### src/ldc_regs.vh
// Constants of the display control block: commands, fields, resets, timing.
`ifndef LDC_REGS_VH
`define LDC_REGS_VH

// Command port selectors.
`define LDC_SEL_AREA 1'b0
`define LDC_SEL_CTRL 1'b1

// Display area command: [3:1] area base, [0] base frequency select.
`define LDC_AREA_RESET 4'h8
`define LDC_AREA_BASE_MSB 3
`define LDC_AREA_BASE_LSB 1
`define LDC_AREA_SLF_BIT 0
`define LDC_AREA_BASE_SHIFT 5

// Display control command: [3:2] command code, [1:0] duty field.
`define LDC_CTRL_RESET 4'h0
`define LDC_CTRL_EN_BIT 3
`define LDC_CTRL_CODE_MSB 3
`define LDC_CTRL_CODE_LSB 2
`define LDC_CTRL_DTY_MSB 1
`define LDC_CTRL_DTY_LSB 0

// Command codes in the upper two bits.
`define LDC_CODE_DUTY 2'h0
`define LDC_CODE_BLANK 2'h1
`define LDC_CODE_BAD 2'h2
`define LDC_CODE_ENABLE 2'h3

// Duty field encodings.
`define LDC_DTY_QUARTER 2'h0
`define LDC_DTY_THIRD 2'h1
`define LDC_DTY_HALF 2'h2
`define LDC_DTY_STATIC 2'h3

// Timing counts.
`define LDC_CLKS_PER_MCYC 4
`define LDC_MCYC_PER_ICYC 4
`define LDC_WORDS 24
`define LDC_WIN_DYNAMIC 512
`define LDC_WIN_STATIC 2048
`define LDC_ROW_CLKS 8192

`endif

### src/ldc_timebase.v
// Instruction cycle and common row step enables from the basic clock.
`timescale 1ns/100ps
`include "ldc_regs.vh"
module ldc_timebase
#(
  parameter ROW_CLKS = `LDC_ROW_CLKS
)
(
  // Clock and reset
  input wire clk,
  input wire arst_n,
  // Control
  input wire run,
  input wire base_frequency_select,
  // Enables
  output reg icyc_en_q,
  output reg row_en_q
);

localparam [3:0] ICYC_LAST =
  `LDC_CLKS_PER_MCYC * `LDC_MCYC_PER_ICYC - 1;
localparam [15:0] ROW_LAST = ROW_CLKS - 1;

reg [3:0] phase_q;
reg [15:0] row_cnt_q;
wire [15:0] row_last;

// Base select 1 halves the row period.
assign row_last = base_frequency_select ? {1'b0, ROW_LAST[15:1]} : ROW_LAST;

//////////////////////////////////////////////////////////////////////////////
// Both counters freeze and both enables stay low while run is low, so hold resumes mid-cycle.
always @(posedge clk or negedge arst_n)
begin
  if (!arst_n)
  begin
    phase_q <= 4'h0;
    row_cnt_q <= 16'h0000;
    icyc_en_q <= 1'b0;
    row_en_q <= 1'b0;
  end
  else
  begin
    icyc_en_q <= 1'b0;
    row_en_q <= 1'b0;
    if (run)
    begin
      phase_q <= (phase_q == ICYC_LAST) ? 4'h0 : phase_q + 4'h1;
      icyc_en_q <= (phase_q == ICYC_LAST);
      if (row_cnt_q >= row_last)
      begin
        row_cnt_q <= 16'h0000;
        row_en_q <= 1'b1;
      end
      else
        row_cnt_q <= row_cnt_q + 16'h0001;
    end
  end
end

endmodule

### src/ldc_display_control.v
// Display control: command registers, display transfers and panel drive.
//
// Behaviour
// - With display enabled, segments and commons show the display area.
// - The first enable after reset closes the display power switch.
// - Reset clears the control register, sets area base 4, and opens the display power switch.
// - Control code 01 blanks, 11 enables, and 10 must not be written.
// - Quarter duty uses all four bits of each display word.
// - One-third duty uses only the low three bits of each word.
// - An instruction cycle is four machine cycles of four clocks each.
// - All control and transfers run on the single basic clock.
// - One hold input requests hold and release; state is kept across.
// - 24 transfers per 512 cycles, 2048 if static, halved by base select.
// - Each area bit is one segment and common pair; 1 lights it.
// - With enable 0 commons go non-lighting while segments keep running.
// - Hold opens the power switch and release restores the display.
`timescale 1ns/100ps
`include "ldc_regs.vh"
module ldc_display_control
#(
  parameter ROW_CLKS = `LDC_ROW_CLKS,
  parameter WORDS = `LDC_WORDS
)
(
  // Clock and reset
  input wire clk,
  input wire arst_n,
  // Hold pin, low requests hold
  input wire hold_n,
  // Command write port from the processor
  input wire cmd_wr,
  input wire cmd_sel,
  input wire [3:0] cmd_data,
  // Display transfer cycle with data memory
  output reg xfer_req_q,
  input wire xfer_gnt,
  output reg [7:0] mem_addr_q,
  input wire [3:0] mem_rdata,
  // Panel drive
  output reg [23:0] segment_electrode_output_q,
  output reg [3:0] common_electrode_output_q,
  output reg com_blank_q,
  output reg power_on_q
);

// Last common row index for each duty setting.
function [1:0] last_row;
  input [1:0] duty_select_field;
  begin
    case (duty_select_field)
      `LDC_DTY_QUARTER: last_row = 2'd3;
      `LDC_DTY_THIRD: last_row = 2'd2;
      `LDC_DTY_HALF: last_row = 2'd1;
      default: last_row = 2'd0;
    endcase
  end
endfunction

localparam [1:0] ST_IDLE = 2'd0;
localparam [1:0] ST_REQ = 2'd1;
localparam [1:0] ST_DONE = 2'd2;
localparam [4:0] LAST_WORD = WORDS - 1;
localparam [11:0] WIN_DYN_LAST = `LDC_WIN_DYNAMIC - 1;
localparam [11:0] WIN_STA_LAST = `LDC_WIN_STATIC - 1;
localparam [3:0] AREA_RST = `LDC_AREA_RESET;

//////////////////////////////////////////////////////////////////////////////
// Hold pin synchroniser.
reg hold_s1_q;
reg hold_s2_q;
wire holding;

always @(posedge clk or negedge arst_n)
begin
  if (!arst_n)
  begin
    hold_s1_q <= 1'b1;
    hold_s2_q <= 1'b1;
  end
  else
  begin
    hold_s1_q <= hold_n;
    hold_s2_q <= hold_s1_q;
  end
end

assign holding = !hold_s2_q;

//////////////////////////////////////////////////////////////////////////////
// Command registers and power switch.
reg [2:0] area_base_q;
reg slf_q;
reg display_enable_bit_q;
reg [1:0] duty_select_field_q;
reg power_sw_q;
wire [1:0] cmd_code;

assign cmd_code = cmd_data[`LDC_CTRL_CODE_MSB:`LDC_CTRL_CODE_LSB];

// Commands are refused during hold; the processor is stopped then anyway.
always @(posedge clk or negedge arst_n)
begin
  if (!arst_n)
  begin
    area_base_q <= AREA_RST[`LDC_AREA_BASE_MSB:`LDC_AREA_BASE_LSB];
    slf_q <= AREA_RST[`LDC_AREA_SLF_BIT];
    display_enable_bit_q <= 1'b0;
    duty_select_field_q <= 2'h0;
    power_sw_q <= 1'b0;
  end
  else if (cmd_wr && !holding)
  begin
    if (cmd_sel == `LDC_SEL_AREA)
    begin
      area_base_q <= cmd_data[`LDC_AREA_BASE_MSB:`LDC_AREA_BASE_LSB];
      slf_q <= cmd_data[`LDC_AREA_SLF_BIT];
    end
    else
    begin
      case (cmd_code)
        `LDC_CODE_DUTY:
          duty_select_field_q <=
            cmd_data[`LDC_CTRL_DTY_MSB:`LDC_CTRL_DTY_LSB];
        `LDC_CODE_BLANK:
          display_enable_bit_q <= 1'b0;
        `LDC_CODE_ENABLE:
        begin
          display_enable_bit_q <= 1'b1;
          power_sw_q <= 1'b1;
        end
        default:
          display_enable_bit_q <= display_enable_bit_q;
      endcase
    end
  end
end

// Blanking never opens the switch; only reset does, and hold masks it.
wire drive_live;
assign drive_live = power_sw_q && !holding;

//////////////////////////////////////////////////////////////////////////////
// Timebase.
wire icyc_en;
wire row_en;

ldc_timebase #(
  .ROW_CLKS(ROW_CLKS)
) i_ldc_timebase (
  .clk(clk),
  .arst_n(arst_n),
  .run(!holding),
  .base_frequency_select(slf_q),
  .icyc_en_q(icyc_en),
  .row_en_q(row_en)
);

//////////////////////////////////////////////////////////////////////////////
// Transfer window: a burst of 24 requests at each window start.
reg [11:0] win_cnt_q;
wire [11:0] win_last;
wire win_start;
reg [1:0] st_q;
reg [4:0] word_q;
reg [3:0] shadow_q [0:23];
wire [7:0] area_addr;
integer k;

assign win_last = (duty_select_field_q == `LDC_DTY_STATIC) ?
  (slf_q ? {1'b0, WIN_STA_LAST[11:1]} : WIN_STA_LAST) :
  (slf_q ? {1'b0, WIN_DYN_LAST[11:1]} : WIN_DYN_LAST);
assign win_start = icyc_en && drive_live && (win_cnt_q == 12'h000);
assign area_addr = {area_base_q, 5'h00};

always @(posedge clk or negedge arst_n)
begin
  if (!arst_n)
    win_cnt_q <= 12'h000;
  else if (icyc_en && drive_live)
    win_cnt_q <= (win_cnt_q >= win_last) ? 12'h000 :
      win_cnt_q + 12'h001;
end

// A burst cut short by hold simply resumes afterwards.
always @(posedge clk or negedge arst_n)
begin
  if (!arst_n)
  begin
    st_q <= ST_IDLE;
    word_q <= 5'h00;
    xfer_req_q <= 1'b0;
    mem_addr_q <= 8'h00;
    for (k = 0; k < 24; k = k + 1)
      shadow_q[k] <= 4'h0;
  end
  else
  begin
    case (st_q)
      ST_IDLE:
      begin
        if (win_start)
        begin
          st_q <= ST_REQ;
          word_q <= 5'h00;
          xfer_req_q <= 1'b1;
          mem_addr_q <= area_addr;
        end
      end
      ST_REQ:
      begin
        if (holding)
          xfer_req_q <= 1'b0;
        else if (xfer_gnt && xfer_req_q)
        begin
          shadow_q[word_q] <= mem_rdata;
          if (word_q == LAST_WORD)
          begin
            st_q <= ST_DONE;
            xfer_req_q <= 1'b0;
          end
          else
          begin
            word_q <= word_q + 5'h01;
            mem_addr_q <= area_addr + {3'h0, word_q + 5'h01};
          end
        end
        else
          xfer_req_q <= 1'b1;
      end
      ST_DONE:
        st_q <= ST_IDLE;
      default:
      begin
        st_q <= ST_IDLE;
        xfer_req_q <= 1'b0;
      end
    endcase
  end
end

//////////////////////////////////////////////////////////////////////////////
// Common row scan and panel drive.
reg [1:0] row_q;
reg [23:0] seg_d;
reg [3:0] com_d;
integer i;

always @(posedge clk or negedge arst_n)
begin
  if (!arst_n)
    row_q <= 2'd0;
  else if (row_q > last_row(duty_select_field_q))
    row_q <= 2'd0;
  else if (row_en)
    row_q <= (row_q == last_row(duty_select_field_q)) ? 2'd0 :
      row_q + 2'd1;
end

// A row past the duty's last index is reset one clock later, so unused bits drive for at most one clock.
always @*
begin
  for (i = 0; i < 24; i = i + 1)
    seg_d[i] = shadow_q[i][row_q];
  com_d = 4'h0;
  com_d[row_q] = 1'b1;
end

always @(posedge clk or negedge arst_n)
begin
  if (!arst_n)
  begin
    segment_electrode_output_q <= 24'h000000;
    common_electrode_output_q <= 4'h0;
    com_blank_q <= 1'b1;
    power_on_q <= 1'b0;
  end
  else
  begin
    power_on_q <= drive_live;
    segment_electrode_output_q <= drive_live ? seg_d : 24'h000000;
    common_electrode_output_q <= drive_live ? com_d : 4'h0;
    com_blank_q <= !(drive_live && display_enable_bit_q);
  end
end

endmodule

### config.mk
export PLATFORM = sky130hd
export DESIGN_NAME = ldc_display_control
export DESIGN_NICKNAME = d
export VERILOG_FILES = /design/src/ldc_timebase.v /design/src/ldc_display_control.v
export VERILOG_INCLUDE_DIRS = /design/src /design/src/src
export SDC_FILE = /design/constraint.sdc
export NUM_CORES = 1
export LEC_CHECK = 0
export ABC_AREA = 1
export BUFFER_PORTS_ARGS = -buffer_cell sky130_fd_sc_hd__buf_2
export CAP_MARGIN = 30
export CORE_MARGIN = 8
export CORE_UTILIZATION = 25
export DETAILED_ROUTE_END_ITERATION = 8
export PLACE_DENSITY_LB_ADDON = 0.3
export SKIP_CTS_REPAIR_TIMING = 1
export SYNTH_ARGS = -nofsm -noshare
export SYNTH_HDL_FRONTEND = slang
export SYNTH_SLANG_ARGS = --single-unit
### constraint.sdc
create_clock -name clk -period 3.7 [get_ports clk]
set_clock_uncertainty 0.1 [all_clocks]
set_input_delay 0.185 -clock clk [delete_from_list [all_inputs] [get_ports clk]]
set_output_delay 0.185 -clock clk [all_outputs]
set_load 0.02 [all_outputs]
# After elaboration in Yosys (flattened, before gate mapping)

Cells that the tools add are included.

Memory bits (read-only): 0
Input port bits: 14
Flip-flop bits (word level): 188
Bits in latches: 0
Logic and storage cells: 193
Bits in writable memories: 0
Memories kept: 0

Reduce and logical (&&, ||, !) cells: 24
Shift operators: 0
Eq/ne operators: 16
Multiply operators: 0
$add $sub $neg: 6
Divide/modulo/power cells: 0
Bitwise operators: 3
Multiplexer cells: 92
Order comparisons: 7

Operators with widths:

| kind                                           | number |
|---|---|
| bitwise mux 96 bit                             | 1 |
| binary-select mux 1 bit (select 2 bit)         | 24 |
| 2-to-1 mux 1 bit                               | 32 |
| 2-to-1 mux 8 bit                               | 4 |
| 2-to-1 mux 24 bit                              | 1 |
| 2-to-1 mux 11 bit                              | 2 |
| demux 4 bit (select 5 bit)                     | 1 |
| 2-to-1 mux 5 bit                               | 4 |
| 2-to-1 mux 2 bit                               | 9 |
| adder 16 x 1 -> 16 bit (second input constant) | 1 |
| >= comparator 16 bit                           | 1 |
| 2-to-1 mux 16 bit                              | 1 |
| case mux 8 bit (2 select lines)                | 1 |
| AND reduction 3 bit                            | 5 |
| 2-to-1 mux 13 bit                              | 1 |
| adder 12 x 1 -> 12 bit (second input constant) | 1 |
| >= comparator 12 x 11 -> 1 bit                 | 1 |
| logical NOT 12 bit                             | 1 |
| 2-to-1 mux 12 bit                              | 1 |
| 2-to-1 mux 4 bit                               | 3 |
| inequality test 2 bit (second input constant)  | 5 |
| case mux 5 bit (2 select lines)                | 1 |
| 2-to-1 mux 9 bit                               | 1 |
| adder 8 x 5 -> 8 bit                           | 1 |
| 28 further kinds                               | 45 |

# Longest topological paths before layout

Gate-level depths: netlist (run 1).

Word-level depth: 8
Mapped depth: 11

# Cells and area by module

From an unflattened synthesis (run 1), not the netlist that was laid out.

Cells, all modules: 938
Area total of the unflattened synthesis: 8111.5 µm²

By module, submodules not included:

| module              | area each (µm²) | sequential area each (µm²) | instances | cells each |
|---|---|---|---|---|
| ldc_display_control | 6935.4          | 4033.9                     | 1         | 797 |
| ldc_timebase        | 1176.1          | 550.5                      | 1         | 141 |

# Worst setup path after synthesis (run 1)

OpenSTA, ideal clock, no wires.

Kind: register -> register
Start: register slf_q
End: register win_cnt_q[11]
Arrival: 1594 ps
Setup slack: 1891 ps
Clock period less this slack: 1809 ps
Buffers on the path: 0
Stages on the path, launching flop included: 9
Cells stage by stage: dfrtp_1 inv_1 nand3_1 ha_1 nand4_1 o21ai_0 nand2_1 nand2_1 inv_1

Longest elaborated chain between the ends: 4
Elaborated cells on any way between the ends: 5
Classes of those cells: 1 x order compare; 4 x mux

Ends and longest elaborated chain:

| item                                                  | line                                                 | source |
|---|---|---|
| from (decl)                                           | ldc_display_control.v:92                             | `reg slf_q;` |
| from (signal assigned)                                | ldc_display_control.v:106                            | `` slf_q <= AREA_RST[`LDC_AREA_SLF_BIT]; `` |
| from (signal assigned)                                | ldc_display_control.v:116                            | `` slf_q <= cmd_data[`LDC_AREA_SLF_BIT]; `` |
| 2-to-1 mux 9 bit or 2-to-1 mux 11 bit (tied branches) | ldc_display_control.v:171, ldc_display_control.v:170 |  |
| 2-to-1 mux 11 bit *                                   | ldc_display_control.v:169                            | `` assign win_last = (duty_select_field_q == `LDC_DTY_STATIC) ? `` |
| >= comparator 12 x 11 -> 1 bit *                      | ldc_display_control.v:180                            | `win_cnt_q <= (win_cnt_q >= win_last) ? 12'h000 :` |
| 2-to-1 mux 12 bit *                                   | ldc_display_control.v:180                            |  |
| to (signal assigned)                                  | ldc_display_control.v:180                            |  |
| to (decl)                                             | ldc_display_control.v:160                            | `reg [11:0] win_cnt_q;` |

Mark *: on every way between the ends. The rest lies on a longest branch, timed or not.
A chain may end at the register's enable or synchronous reset.

# Worst setup path in the final report (run 1)

Start: register hold_s2_q
End: register mem_addr_q[0]

Longest elaborated chain between the ends: 5
Elaborated cells on any way between the ends: 6
Classes of those cells: 2 x eq/ne; 4 x reduce/logical

Ends and longest elaborated chain:

| item                            | line                      | source |
|---|---|---|
| from (decl)                     | ldc_display_control.v:70  | `reg hold_s2_q;` |
| from (signal assigned)          | ldc_display_control.v:83  | `hold_s2_q <= hold_s1_q;` |
| logical AND 1 bit               | ldc_display_control.v:140 | `assign drive_live = power_sw_q && !holding;` |
| logical AND 1 bit (2 in series) | ldc_display_control.v:172 | `assign win_start = icyc_en && drive_live && (win_cnt_q == 12'h000);` |
| inequality test 2 bit (no line) | --                        |  |
| AND reduction 5 bit (no line) * | --                        |  |
| to (signal assigned)            | ldc_display_control.v:206 | `mem_addr_q <= area_addr;` |
| to (signal assigned)            | ldc_display_control.v:224 | `mem_addr_q <= area_addr + {3'h0, word_q + 5'h01};` |
| to (decl)                       | ldc_display_control.v:37  | `output reg [7:0] mem_addr_q,` |

Marked as above.

==> results.ini, run 1 <==
[critical_path]
end_kind=register
rr_endpoint=mem_addr_q[0]
cp_data_required_time_ns=3.92
cp.depth=7
timing.rr.start=hold_s2_q
timing.reg2reg.setup_slack_ns=1.26
path_class=register to register
cpMaxStageDelayCell=dfstp_2
crit_path_max_fanout=24
cp_num_buf_inv=0
start_kind=register
arrival_ns=2.66
path_cells=nand3_1 > nor2_1 > nand2_1 > nand2_1 > nand2_1 > nand2_1 > nand2_1
critPathMaxStageDelay_ns=0.80
worst_r2r_path_depth=7
crit_path_frequent_cell=nand2_1
cp_top_family=simple AND/OR/NAND/NOR gates

[grt]
antenna_found_initial=0
grt_pass1_vias=6131
grt_max_degree=92
grt-ovfl-total=0
grt_pass1_wl_um=34100
grt_use_total=0.110

[timing]
layout_min_cycle_time_ns=2.44
maxSlewHeadroom=0.349
setup_viol=0
fmax_mhz=410
rsz0062_at_grt=no
slew_violations=0
period_share=0.659
worstMarginPinSlew_ns=0.976
tns_ns=0
hold_ws_ns=0.0328
hold_viol_final=0

[power]
switchingPower_w=0.00167
p_sw_frac=0.316
p_clk_frac=0.359
vdd_drop_max_mv=0.336
seqPwrFrac=0.469
p_int_w=0.00361
leakagePower_nw=4.60
power.density_mw_per_mm2=551
power_frac_comb=0.173

[min_path]
hp-start=cmd_sel
hold_path.class=primary input to register
min_path_cells=4
hold_path_end=display_enable_bit_q

[clock_network]
cts.sinks=183
cts_tree=built
clockBufferDepth=2
clkTransAtPathRegs_ns=0.07
cts-root-buf=clkbuf_16
clock_latency_ns=0.44
h-tree-depth=4
numCtsBuffers=17

[placed_design]
hpwl_um=12800
place.gp.congestion=0.740
io_buffer_count=52

[floorplanning]
rows=66
start_util=0.252
die_h_um=197
die_x_um=197
io_pins=53
coreArea_sq_mm=0.0323
die_area_sq_mm=0.0386

[status]
status=finished clean

[yosys]
synth_top_area_frac=0.550
syn_avg_cell_area_sq_um=8.41
synth_top_cell_by_area=dfrtp_1
synth_cell_types=32
synth_warnings=0
syn_inst=969
synth-seq-area-share=0.563
synth_area_sq_mm=0.00815
synth_nets=1001
synthTopCellsByArea=dfrtp_1 55%, nand2_1 11%, o21ai_0 8.4%, nor2_1 7.2%, inv_1 3.3%
synth-seq-cells=183

[detailed_routing]
drt_iter0_drc=536
vias=6424
drc=0
wl_um=20400
vias_per_cell=4.36
final_antenna_net_count=0
first_pass_iters=5
avgRoutedWirePerCell_um=13.9

[flow_run]
drv_cap=0

[layout]
drive_gt1_frac=0.103
diodes=0
layout.nets=1052
syn_to_final_growth_pct=17.8

## how the worst max path moves through the flow
stage                          from            end
after floorplan               slf_q  win_cnt_q[11]
after global placement    hold_s2_q  mem_addr_q[5]
after detailed placement  hold_s2_q  mem_addr_q[7]
after CTS                 hold_s2_q  mem_addr_q[0]
after global routing      hold_s2_q  mem_addr_q[0]
final                     hold_s2_q  mem_addr_q[0]
## power by group through the flow
stage,clock [W],combinational [W],sequential (W)
CTS,0.00195,0.000930,0.00247
detailed placement,0,0.000925,0.00251
finish,0.00190,0.000913,0.00248
global placement,0,0.000899,0.00251
floorplan,0,0.000596,0.00251
global route,0.00205,0.00107,0.00251
## cell type report
class / instances / area [sq um]
inverters: 76 / 285
fillers: 3464 / 22700
repair buffers: 65 / 414
multi-input cells: 677 / 3150
clock inverters: 13 / 165
clock buffers: 19 / 443
well taps: 442 / 553
flip-flops and latches: 183 / 4580
## cells in the mapped netlist, drive strengths merged
cell and n:
a21boi 1, a21oi 33, a31oi 1, buf 11, clkbuf 22, clkinv 2
dfrtp 179, dfstp 4, ha 18, inv 74, mux2 1, nand2 234
nand3 33, nand3b 1, nand4 5, nor2 162, nor3 9, o211ai 1
o21a 1, o21ai 161, o21bai 1, o22ai 3, or2 1, xnor2 3
xor2 8
## layout by cell type, fill, tap and decap left out, drive strengths merged
cell type and instances:
or2 1, o21ai 161, xnor2 3, buf 58, a31oi 1, o22ai 3, nor2 162, dfstp 4
a21boi 1, clkinvlp 2, dlygate4sd3 6, mux2 1, o21a 1, inv 79, nand4 5, nand3 33
dfrtp 179, ha 18, nand2 234, clkbuf 20, nand3b 1, xor2 8, o21bai 1, nor3 9
o211ai 1, a21oi 33, bufinv 2, clkinv 6
## registers in the layout (all words and copies together), names as in the netlist, 2 cells and up
| register | cells |
|---|---|
| win_cnt_q | 12 |
| shadow_q | 96 |
| row_q | 2 |
| i_ldc_timebase.phase_q | 4 |
| mem_addr_q | 8 |
| i_ldc_timebase.row_cnt_q | 16 |
| common_electrode_output_q | 4 |
| duty_select_field_q | 2 |
| segment_electrode_output_q | 24 |
| st_q | 2 |
| area_base_q | 3 |
## routing by layer
layer / global-route usage / up-vias / part of all wire
li1: - / 3216 / -
met1: 0.159 / 3085 / 0.50
met2: 0.164 / 111 / 0.44
met3: 0.0254 / 12 / 0.045
met4: 0.0278 / 0 / 0.0081
met5: 0 / - / 0
## worst register-to-register path: stages, from the launching register on
cell and delay (ns):
dfstp_2 0.80, nand3_1 0.34, nor2_1 0.24, nand2_1 0.07, nand2_1 0.31, nand2_1 0.29, nand2_1 0.12, nand2_1 0.06
## per-stage QoR
stage | utilization | instances | total power [W] | worst slack, ns | cell area [sq um]
final | 0.297 | 1475 | 0.00528 | 1.26 | 9590
after global routing | 0.297 | 1475 | 0.00563 | 1.01 | 9590
after CTS | 0.295 | 1469 | 0.00535 | 1.23 | 9530
after detailed placement | 0.276 | 1437 | 0.00343 | 1.26 | 8930
after global placement | 0.276 | 1436 | 0.00341 | 1.30 | 8900
after floorplan | - | 969 | 0.00310 | 1.89 | 8150
## cells by family (layout without fill, tap and decap cells)
family / after synthesis / in the layout / synth area share
and+or+nand+nor: 445 / 445 / 0.219
AOI/OAI and AO/OA: 202 / 202 / 0.126
DFF: 183 / 183 / 0.563
buffers and inverters: 109 / 173 / 0.0511
adders and majority gates: 18 / 18 / 0.0276
xor gates and xnor gates: 11 / 11 / 0.0118
muxes: 1 / 1 / 0.00138
(Power assumes the default switching activity.)
==> run 2: changes to the inputs <==
Settings changed: ABC_AREA 1 to 0.
Clock period 3.7 ns to 2.4 ns, I/O delays scaled along.
==> results.ini, run 2 <==
[layout]
diodes=0  ; unchanged
layout.nets=712  ; was 1,052
largest_reg_flops=96  ; unchanged
drive_gt1_frac=0.372  ; was 0.103
syn_to_final_growth_pct=18.4  ; was 17.8%
final_common_cell=dfrtp_1  ; was nand2_1
layoutNonFillerInstCount=1135  ; was 1,475
top_regs=shadow_q: 96 flops, segment_electrode_output_q: 24 flops, i_ldc_timebase.row_cnt_q: 16 flops  ; unchanged
final_cell_mix=178 x dfrtp_1, 100 x mux2_2, 51 x buf_2  ; was 232 x nand2_1, 179 x dfrtp_1, 157 x nor2_1
top_register=shadow_q  ; unchanged

[yosys]
synth-seq-cells=183  ; unchanged
synth_cell_types=55  ; was 32
synth_warnings=0  ; unchanged
synthArstFlopShare=1.00  ; unchanged
syn_inst=612  ; was 969
synth_top_cell_by_area=dfrtp_1  ; unchanged
yosysMostFrequentCell=dfrtp_1  ; was nand2_1
synth_flop_cell=dfrtp_1  ; unchanged
synthTopCellsByArea=dfrtp_1 54%, mux2_2 14%, mux4_2 6.5%, ha_1 2.7%, and2_1 2.3%  ; was dfrtp_1 55%, nand2_1 11%, o21ai_0 8.4%, nor2_1 7.2%, inv_1 3.3%
synth-seq-area-share=0.552  ; was 0.563
synth_common_cells=179 x dfrtp_1, 100 x mux2_2, 30 x and2_1, 24 x mux4_2, 24 x nand2_1  ; was 233 x nand2_1, 179 x dfrtp_1, 157 x nor2_1, 137 x o21ai_0, 72 x inv_1
synth_area_sq_mm=0.00830  ; was 0.00815 sq mm
synth_top_area_frac=0.540  ; was 0.550
syn_avg_cell_area_sq_um=13.6  ; was 8.41 sq um
synth_nets=644  ; was 1,001
synth_edf_count=0  ; unchanged

[power]
power_frac_comb=0.169  ; was 0.173
p_clk_frac=0.348  ; was 0.359
seqPwrFrac=0.483  ; was 0.469
leakagePower_nw=4.58  ; was 4.60 nW
p_sw_frac=0.301  ; was 0.316
vdd_drop_max_mv=0.533  ; was 0.336 mV
switchingPower_w=0.00241  ; was 0.00167 W
p_int_w=0.00559  ; was 0.00361 W
power.density_mw_per_mm2=814  ; was 551 mW/mm^2
power_w=0.00799  ; was 0.00528 W

[critical_path]
cpMaxStageDelayCell=o21ai_0  ; was dfstp_2
end_kind=register  ; unchanged
cp_num_buf_inv=0  ; unchanged
timing.rr.start=duty_select_field_q[1]  ; was hold_s2_q
path_cells=nand2_1 > or2_2 > ha_1 > nand4b_1 > nor3_2 > o21ai_0 > and2_1  ; was nand3_1 > nor2_1 > nand2_1 > nand2_1 > nand2_1 > nand2_1 > nand2_1
worst_r2r_path_depth=7  ; unchanged
crit_path_max_fanout=5  ; was 24
rr_endpoint=win_cnt_q[7]  ; was mem_addr_q[0]
cp_data_required_time_ns=2.66  ; was 3.92 ns
path_class=register to register  ; unchanged
start_kind=register  ; unchanged
cp_top_family=simple AND/OR/NAND/NOR gates  ; unchanged
critPathMaxStageDelay_ns=0.50  ; was 0.80 ns
timing.reg2reg.setup_slack_ns=0.27  ; was 1.26 ns
arrival_ns=2.40  ; was 2.66 ns

[floorplanning]
start_util=0.254  ; was 0.252
io_pins=53  ; unchanged
die_area_sq_mm=0.0393  ; was 0.0386 sq mm
die_h_um=198  ; was 197 um
coreArea_sq_mm=0.0326  ; was 0.0323 sq mm
rows=66  ; unchanged
die_x_um=198  ; was 197 um

[timing]
worstMarginPinSlew_ns=0.618  ; was 0.976 ns
rsz0062_at_grt=no  ; unchanged
period_share=0.889  ; was 0.659
hold_viol_final=0  ; unchanged
fmax_mhz=469  ; was 410 MHz
slew_violations=0  ; unchanged
setup_viol=0  ; unchanged
maxSlewHeadroom=0.585  ; was 0.349
layout_min_cycle_time_ns=2.13  ; was 2.44 ns
tns_ns=0  ; unchanged

[clock_network]
clock_latency_ns=0.43  ; was 0.44 ns
numCtsBuffers=17  ; unchanged
h-tree-depth=4  ; unchanged
clockBufferDepth=2  ; unchanged
cts.sinks=183  ; unchanged
clkTransAtPathRegs_ns=0.07  ; about the same
cts_tree=built  ; unchanged
cts-root-buf=clkbuf_16  ; unchanged

[detailed_routing]
first_pass_iters=4  ; was 5
wl_um=18200  ; was 20,400 um
vias_per_cell=4.40  ; was 4.36
final_antenna_net_count=0  ; unchanged
drt_iter0_drc=296  ; was 536
wl_met1_um=8550  ; was 10,300 um
top_layer=met4  ; unchanged
routed-wl-met3_um=625  ; was 928 um
vias=4996  ; was 6,424
drc=0  ; unchanged
dr_wl_met2_um=8910  ; was 9090 um
avgRoutedWirePerCell_um=16.0  ; was 13.9 um

[min_path]
hp-start=xfer_gnt  ; was cmd_sel
hold_path.class=primary input to register  ; unchanged
hold_path_end=st_q[0]  ; was display_enable_bit_q
min_path_cells=4  ; unchanged

[grt]
antenna_found_initial=0  ; unchanged
grt_pass1_vias=5309  ; was 6,131
grt_use_total=0.0982  ; was 0.110
grt_max_degree=66  ; was 92
grt_pass1_wl_um=30200  ; was 34,100 um
grt-ovfl-total=0  ; unchanged

[placed_design]
placed_cells=1095  ; was 1,437
place.gp.congestion=0.763  ; was 0.740
io_buffer_count=52  ; unchanged
hpwl_um=12000  ; was 12,800 um

[status]
status=finished clean  ; unchanged

[flow_run]
drv_cap=0  ; unchanged

## run 2: changes by cell type in the layout (fill, tap and decap cells not counted), moves of 30 or more
cell and delta:
nand2_1 -208, nor2_1 -135, o21ai_0 -128, inv_1 -57, mux2_2 +99, and2_1 +30
## run 2: worst max path at each step
| stage | startpoint | endpoint | depth (start not counted) |
|---|---|---|---|
| final | duty_select_field_q[1] | win_cnt_q[7] | 7 |
| after global placement | duty_select_field_q[1] | win_cnt_q[3] | 7 |
| after global routing | duty_select_field_q[1] | win_cnt_q[5] | 7 |
| after CTS | duty_select_field_q[1] | win_cnt_q[7] | 7 |
| after detailed placement | duty_select_field_q[1] | win_cnt_q[5] | 7 |
| after floorplan | duty_select_field_q[0] | win_cnt_q[5] | 7 |
## run 2: tightest hold or removal path, delay by kind of cell
family | cells | cell delay [ns]
AOI/OAI and AO/OA | 2 | 0.20
buffers and inverters | 1 | 0.13
and+or+nand+nor | 1 | 0.09
## run 2: cells by family (layout without fill, tap and decap cells)
family,count (synthesis),count (layout),synth area share
DFF,183,183,0.552
AOI/OAI and AO/OA,47,47,0.0383
buffers and inverters,46,127,0.0274
adders and majority gates,18,18,0.0271
xor gates and xnor gates,15,15,0.0158
and+or+nand+nor,172,172,0.129
muxes,131,131,0.210
## run 2: layout make-up
type / count / area, sq um
Timing Repair Buffer: 79 / 542
Tap cell: 442 / 553
Multi-Input combinational cell: 383 / 3490
Clock inverter: 14 / 158
Fill cell: 3292 / 22800
Sequential cell: 183 / 4590
Clock buffer: 18 / 439
Inverter: 16 / 60.1
## run 2: power by group through the flow
stage / Combinational (W) / Clock (W) / Sequential (W)
2_1_floorplan: 0.000885 / 0 / 0.00391
3_3_place_gp: 0.00136 / 0 / 0.00392
3_5_place_dp: 0.00138 / 0 / 0.00393
4_1_cts: 0.00138 / 0.00289 / 0.00387
5_1_grt: 0.00151 / 0.00301 / 0.00394
6_report: 0.00135 / 0.00278 / 0.00386
## run 2: stage by stage
step           instance area [sq um]  hold slack [ns]  utilization  worst slack, ns
2_1_floorplan                   8300           -0.276            -            0.327
3_3_place_gp                    9150           0.0669        0.280            0.278
3_5_place_dp                    9150           0.0624        0.280            0.259
4_1_cts                         9740           -0.416        0.299            0.249
5_1_grt                         9820           0.0710        0.301            0.148
6_report                        9820           0.0568        0.301            0.267
## run 2: metal layers
metal  up-vias  track usage
met5         -            0
met4         0       0.0252
met3         6       0.0236
met2        60        0.161
met1      2575        0.128
li1       2355            -
==> run 3: changes to the inputs <==
Settings changed: PLACE_DENSITY_LB_ADDON 0.3 to unset.
==> results.ini, run 3 (same netlist as run 2, synthesis figures left out) <==
[detailed_routing]
vias=5019  ; was 4,996
vias_per_cell=4.44  ; was 4.40
drt_iter0_drc=210  ; was 296
wl_um=17900  ; was 18,200 um
avgRoutedWirePerCell_um=15.8  ; was 16.0 um
drc=0  ; unchanged
final_antenna_net_count=0  ; unchanged
first_pass_iters=5  ; was 4

[timing]
rsz0062_at_grt=no  ; unchanged
layout_min_cycle_time_ns=2.14  ; was 2.13 ns
setup_viol=0  ; unchanged
timing.final.ws_setup_ns=0.255  ; was 0.267 ns
tns_ns=0  ; unchanged
fmax_mhz=466  ; was 469 MHz
hold_viol_final=0  ; unchanged
maxSlewHeadroom=0.540  ; was 0.585
worstMarginPinSlew_ns=0.685  ; was 0.618 ns
slew_violations=0  ; unchanged
period_share=0.894  ; was 0.889

[critical_path]
cp_data_required_time_ns=2.63  ; was 2.66 ns
end_kind=register  ; unchanged
timing.rr.start=duty_select_field_q[1]  ; unchanged
timing.reg2reg.setup_slack_ns=0.26  ; was 0.27 ns
path_class=register to register  ; unchanged
start_kind=register  ; unchanged
rr_endpoint=win_cnt_q[4]  ; was win_cnt_q[7]
worst_r2r_path_depth=8  ; was 7
crit_path_start=duty_select_field_q[1]  ; unchanged
arrival_ns=2.37  ; was 2.40 ns
crit_path_max_fanout=8  ; was 5

[clock_network]
h-tree-depth=4  ; unchanged
cts-root-buf=clkbuf_16  ; unchanged
clockBufferDepth=2  ; unchanged
numCtsBuffers=17  ; unchanged
clock_latency_ns=0.44  ; was 0.43 ns
cts.sinks=183  ; unchanged
clkTransAtPathRegs_ns=0.07  ; about the same
cts_tree=built  ; unchanged

[grt]
grt_pass1_vias=5117  ; was 5,309
grt_pass1_wl_um=28800  ; was 30,200 um
grt-ovfl-total=0  ; unchanged
grt_max_degree=66  ; unchanged
antenna_found_initial=0  ; unchanged
grt_use_total=0.0942  ; was 0.0982

[floorplanning]
start_util=0.254  ; unchanged
die_area_sq_mm=0.0393  ; unchanged
die_x_um=198  ; unchanged
coreArea_sq_mm=0.0326  ; unchanged
rows=66  ; unchanged
io_pins=53  ; unchanged
die_h_um=198  ; unchanged

[power]
power.density_mw_per_mm2=827  ; was 814 mW/mm^2
vdd_drop_max_mv=0.582  ; was 0.533 mV
leakagePower_nw=4.56  ; was 4.58 nW

[placed_design]
place.gp.congestion=0.742  ; was 0.763
io_buffer_count=52  ; unchanged
hpwl_um=11500  ; was 12,000 um
place_ws_ns=0.256  ; was 0.259 ns

[layout]
top_register=shadow_q  ; unchanged
layout.nets=708  ; was 712
final_cell_mix=179 x dfrtp_1, 100 x mux2_2, 51 x buf_2  ; was 178 x dfrtp_1, 100 x mux2_2, 51 x buf_2
top_regs=shadow_q: 96 flops, segment_electrode_output_q: 24 flops, i_ldc_timebase.row_cnt_q: 16 flops  ; unchanged
drive_gt1_frac=0.367  ; was 0.372
fill_cells=3275  ; was 3,292
final_common_cell=dfrtp_1  ; unchanged
diodes=0  ; unchanged
syn_to_final_growth_pct=18.0  ; was 18.4%
largest_reg_flops=96  ; unchanged

[status]
status=finished clean  ; unchanged

[flow_run]
drv_cap=0  ; unchanged

[min_path]
min_path_cells=4  ; unchanged
hold_path_end=st_q[0]  ; unchanged
hold_path.class=primary input to register  ; unchanged
hp-start=xfer_gnt  ; unchanged

[run 3: worst max path at each step]
| stage | end | cells past startpoint |
|---|---|---|
| after floorplan | win_cnt_q[5] | 7 |
| after global placement | win_cnt_q[3] | 7 |
| after detailed placement | win_cnt_q[4] | 7 |
| after CTS | win_cnt_q[4] | 8 |
| after global routing | win_cnt_q[4] | 7 |
| final | win_cnt_q[4] | 8 |
[run 3: layout make-up]
cell class,count,area (sq um),share of cell area
repair buffers,75,499,0.0510
clock inverters,15,184,0.0188
flip-flops and latches,183,4580,0.468
inverters,16,60.1,0.00613
multi-input cells,383,3490,0.356
clock buffers,17,425,0.0434
well taps,442,553,0.0565
[run 3: stage by stage]
| step | total power, W | cells | instance area [sq um] | hold slack, ns | utilization |
|---|---|---|---|---|---|
| floorplan | 0.00479 | 612 | 8300 | -0.276 | - |
| global placement | 0.00526 | 1091 | 9100 | 0.0677 | 0.279 |
| detailed placement | 0.00530 | 1091 | 9100 | 0.0665 | 0.279 |
| CTS | 0.00821 | 1123 | 9710 | -0.409 | 0.298 |
| global route | 0.00852 | 1131 | 9790 | 0.0628 | 0.300 |
| finish | 0.00810 | 1131 | 9790 | 0.0535 | 0.300 |
[run 3: critical path, cell delays in order (launching register included)]
cell,delay (ns)
dfrtp_1,0.41
nand2_1,0.10
or2_2,0.29
ha_1,0.29
nand4b_1,0.16
nor3_2,0.23
buf_4,0.19
nor3_1,0.06
o22a_1,0.21
[run 3: where the power goes]
group / total [W] / switching (W) / internal (W)
Sequential: 0.00386 / 0.000328 / 0.00353
Clock: 0.00288 / 0.00138 / 0.00150
Combinational: 0.00136 / 0.000739 / 0.000625
Total: 0.00810 / 0.00245 / 0.00565
[run 3: layer usage]
layer / up-vias / GRT usage / wire length (um)
met2: 65 / 0.158 / 8770
met1: 2574 / 0.119 / 8380
li1: 2365 / - / -
met3: 15 / 0.0222 / 544
met4: 0 / 0.0282 / 209
met5: - / 0 / 0
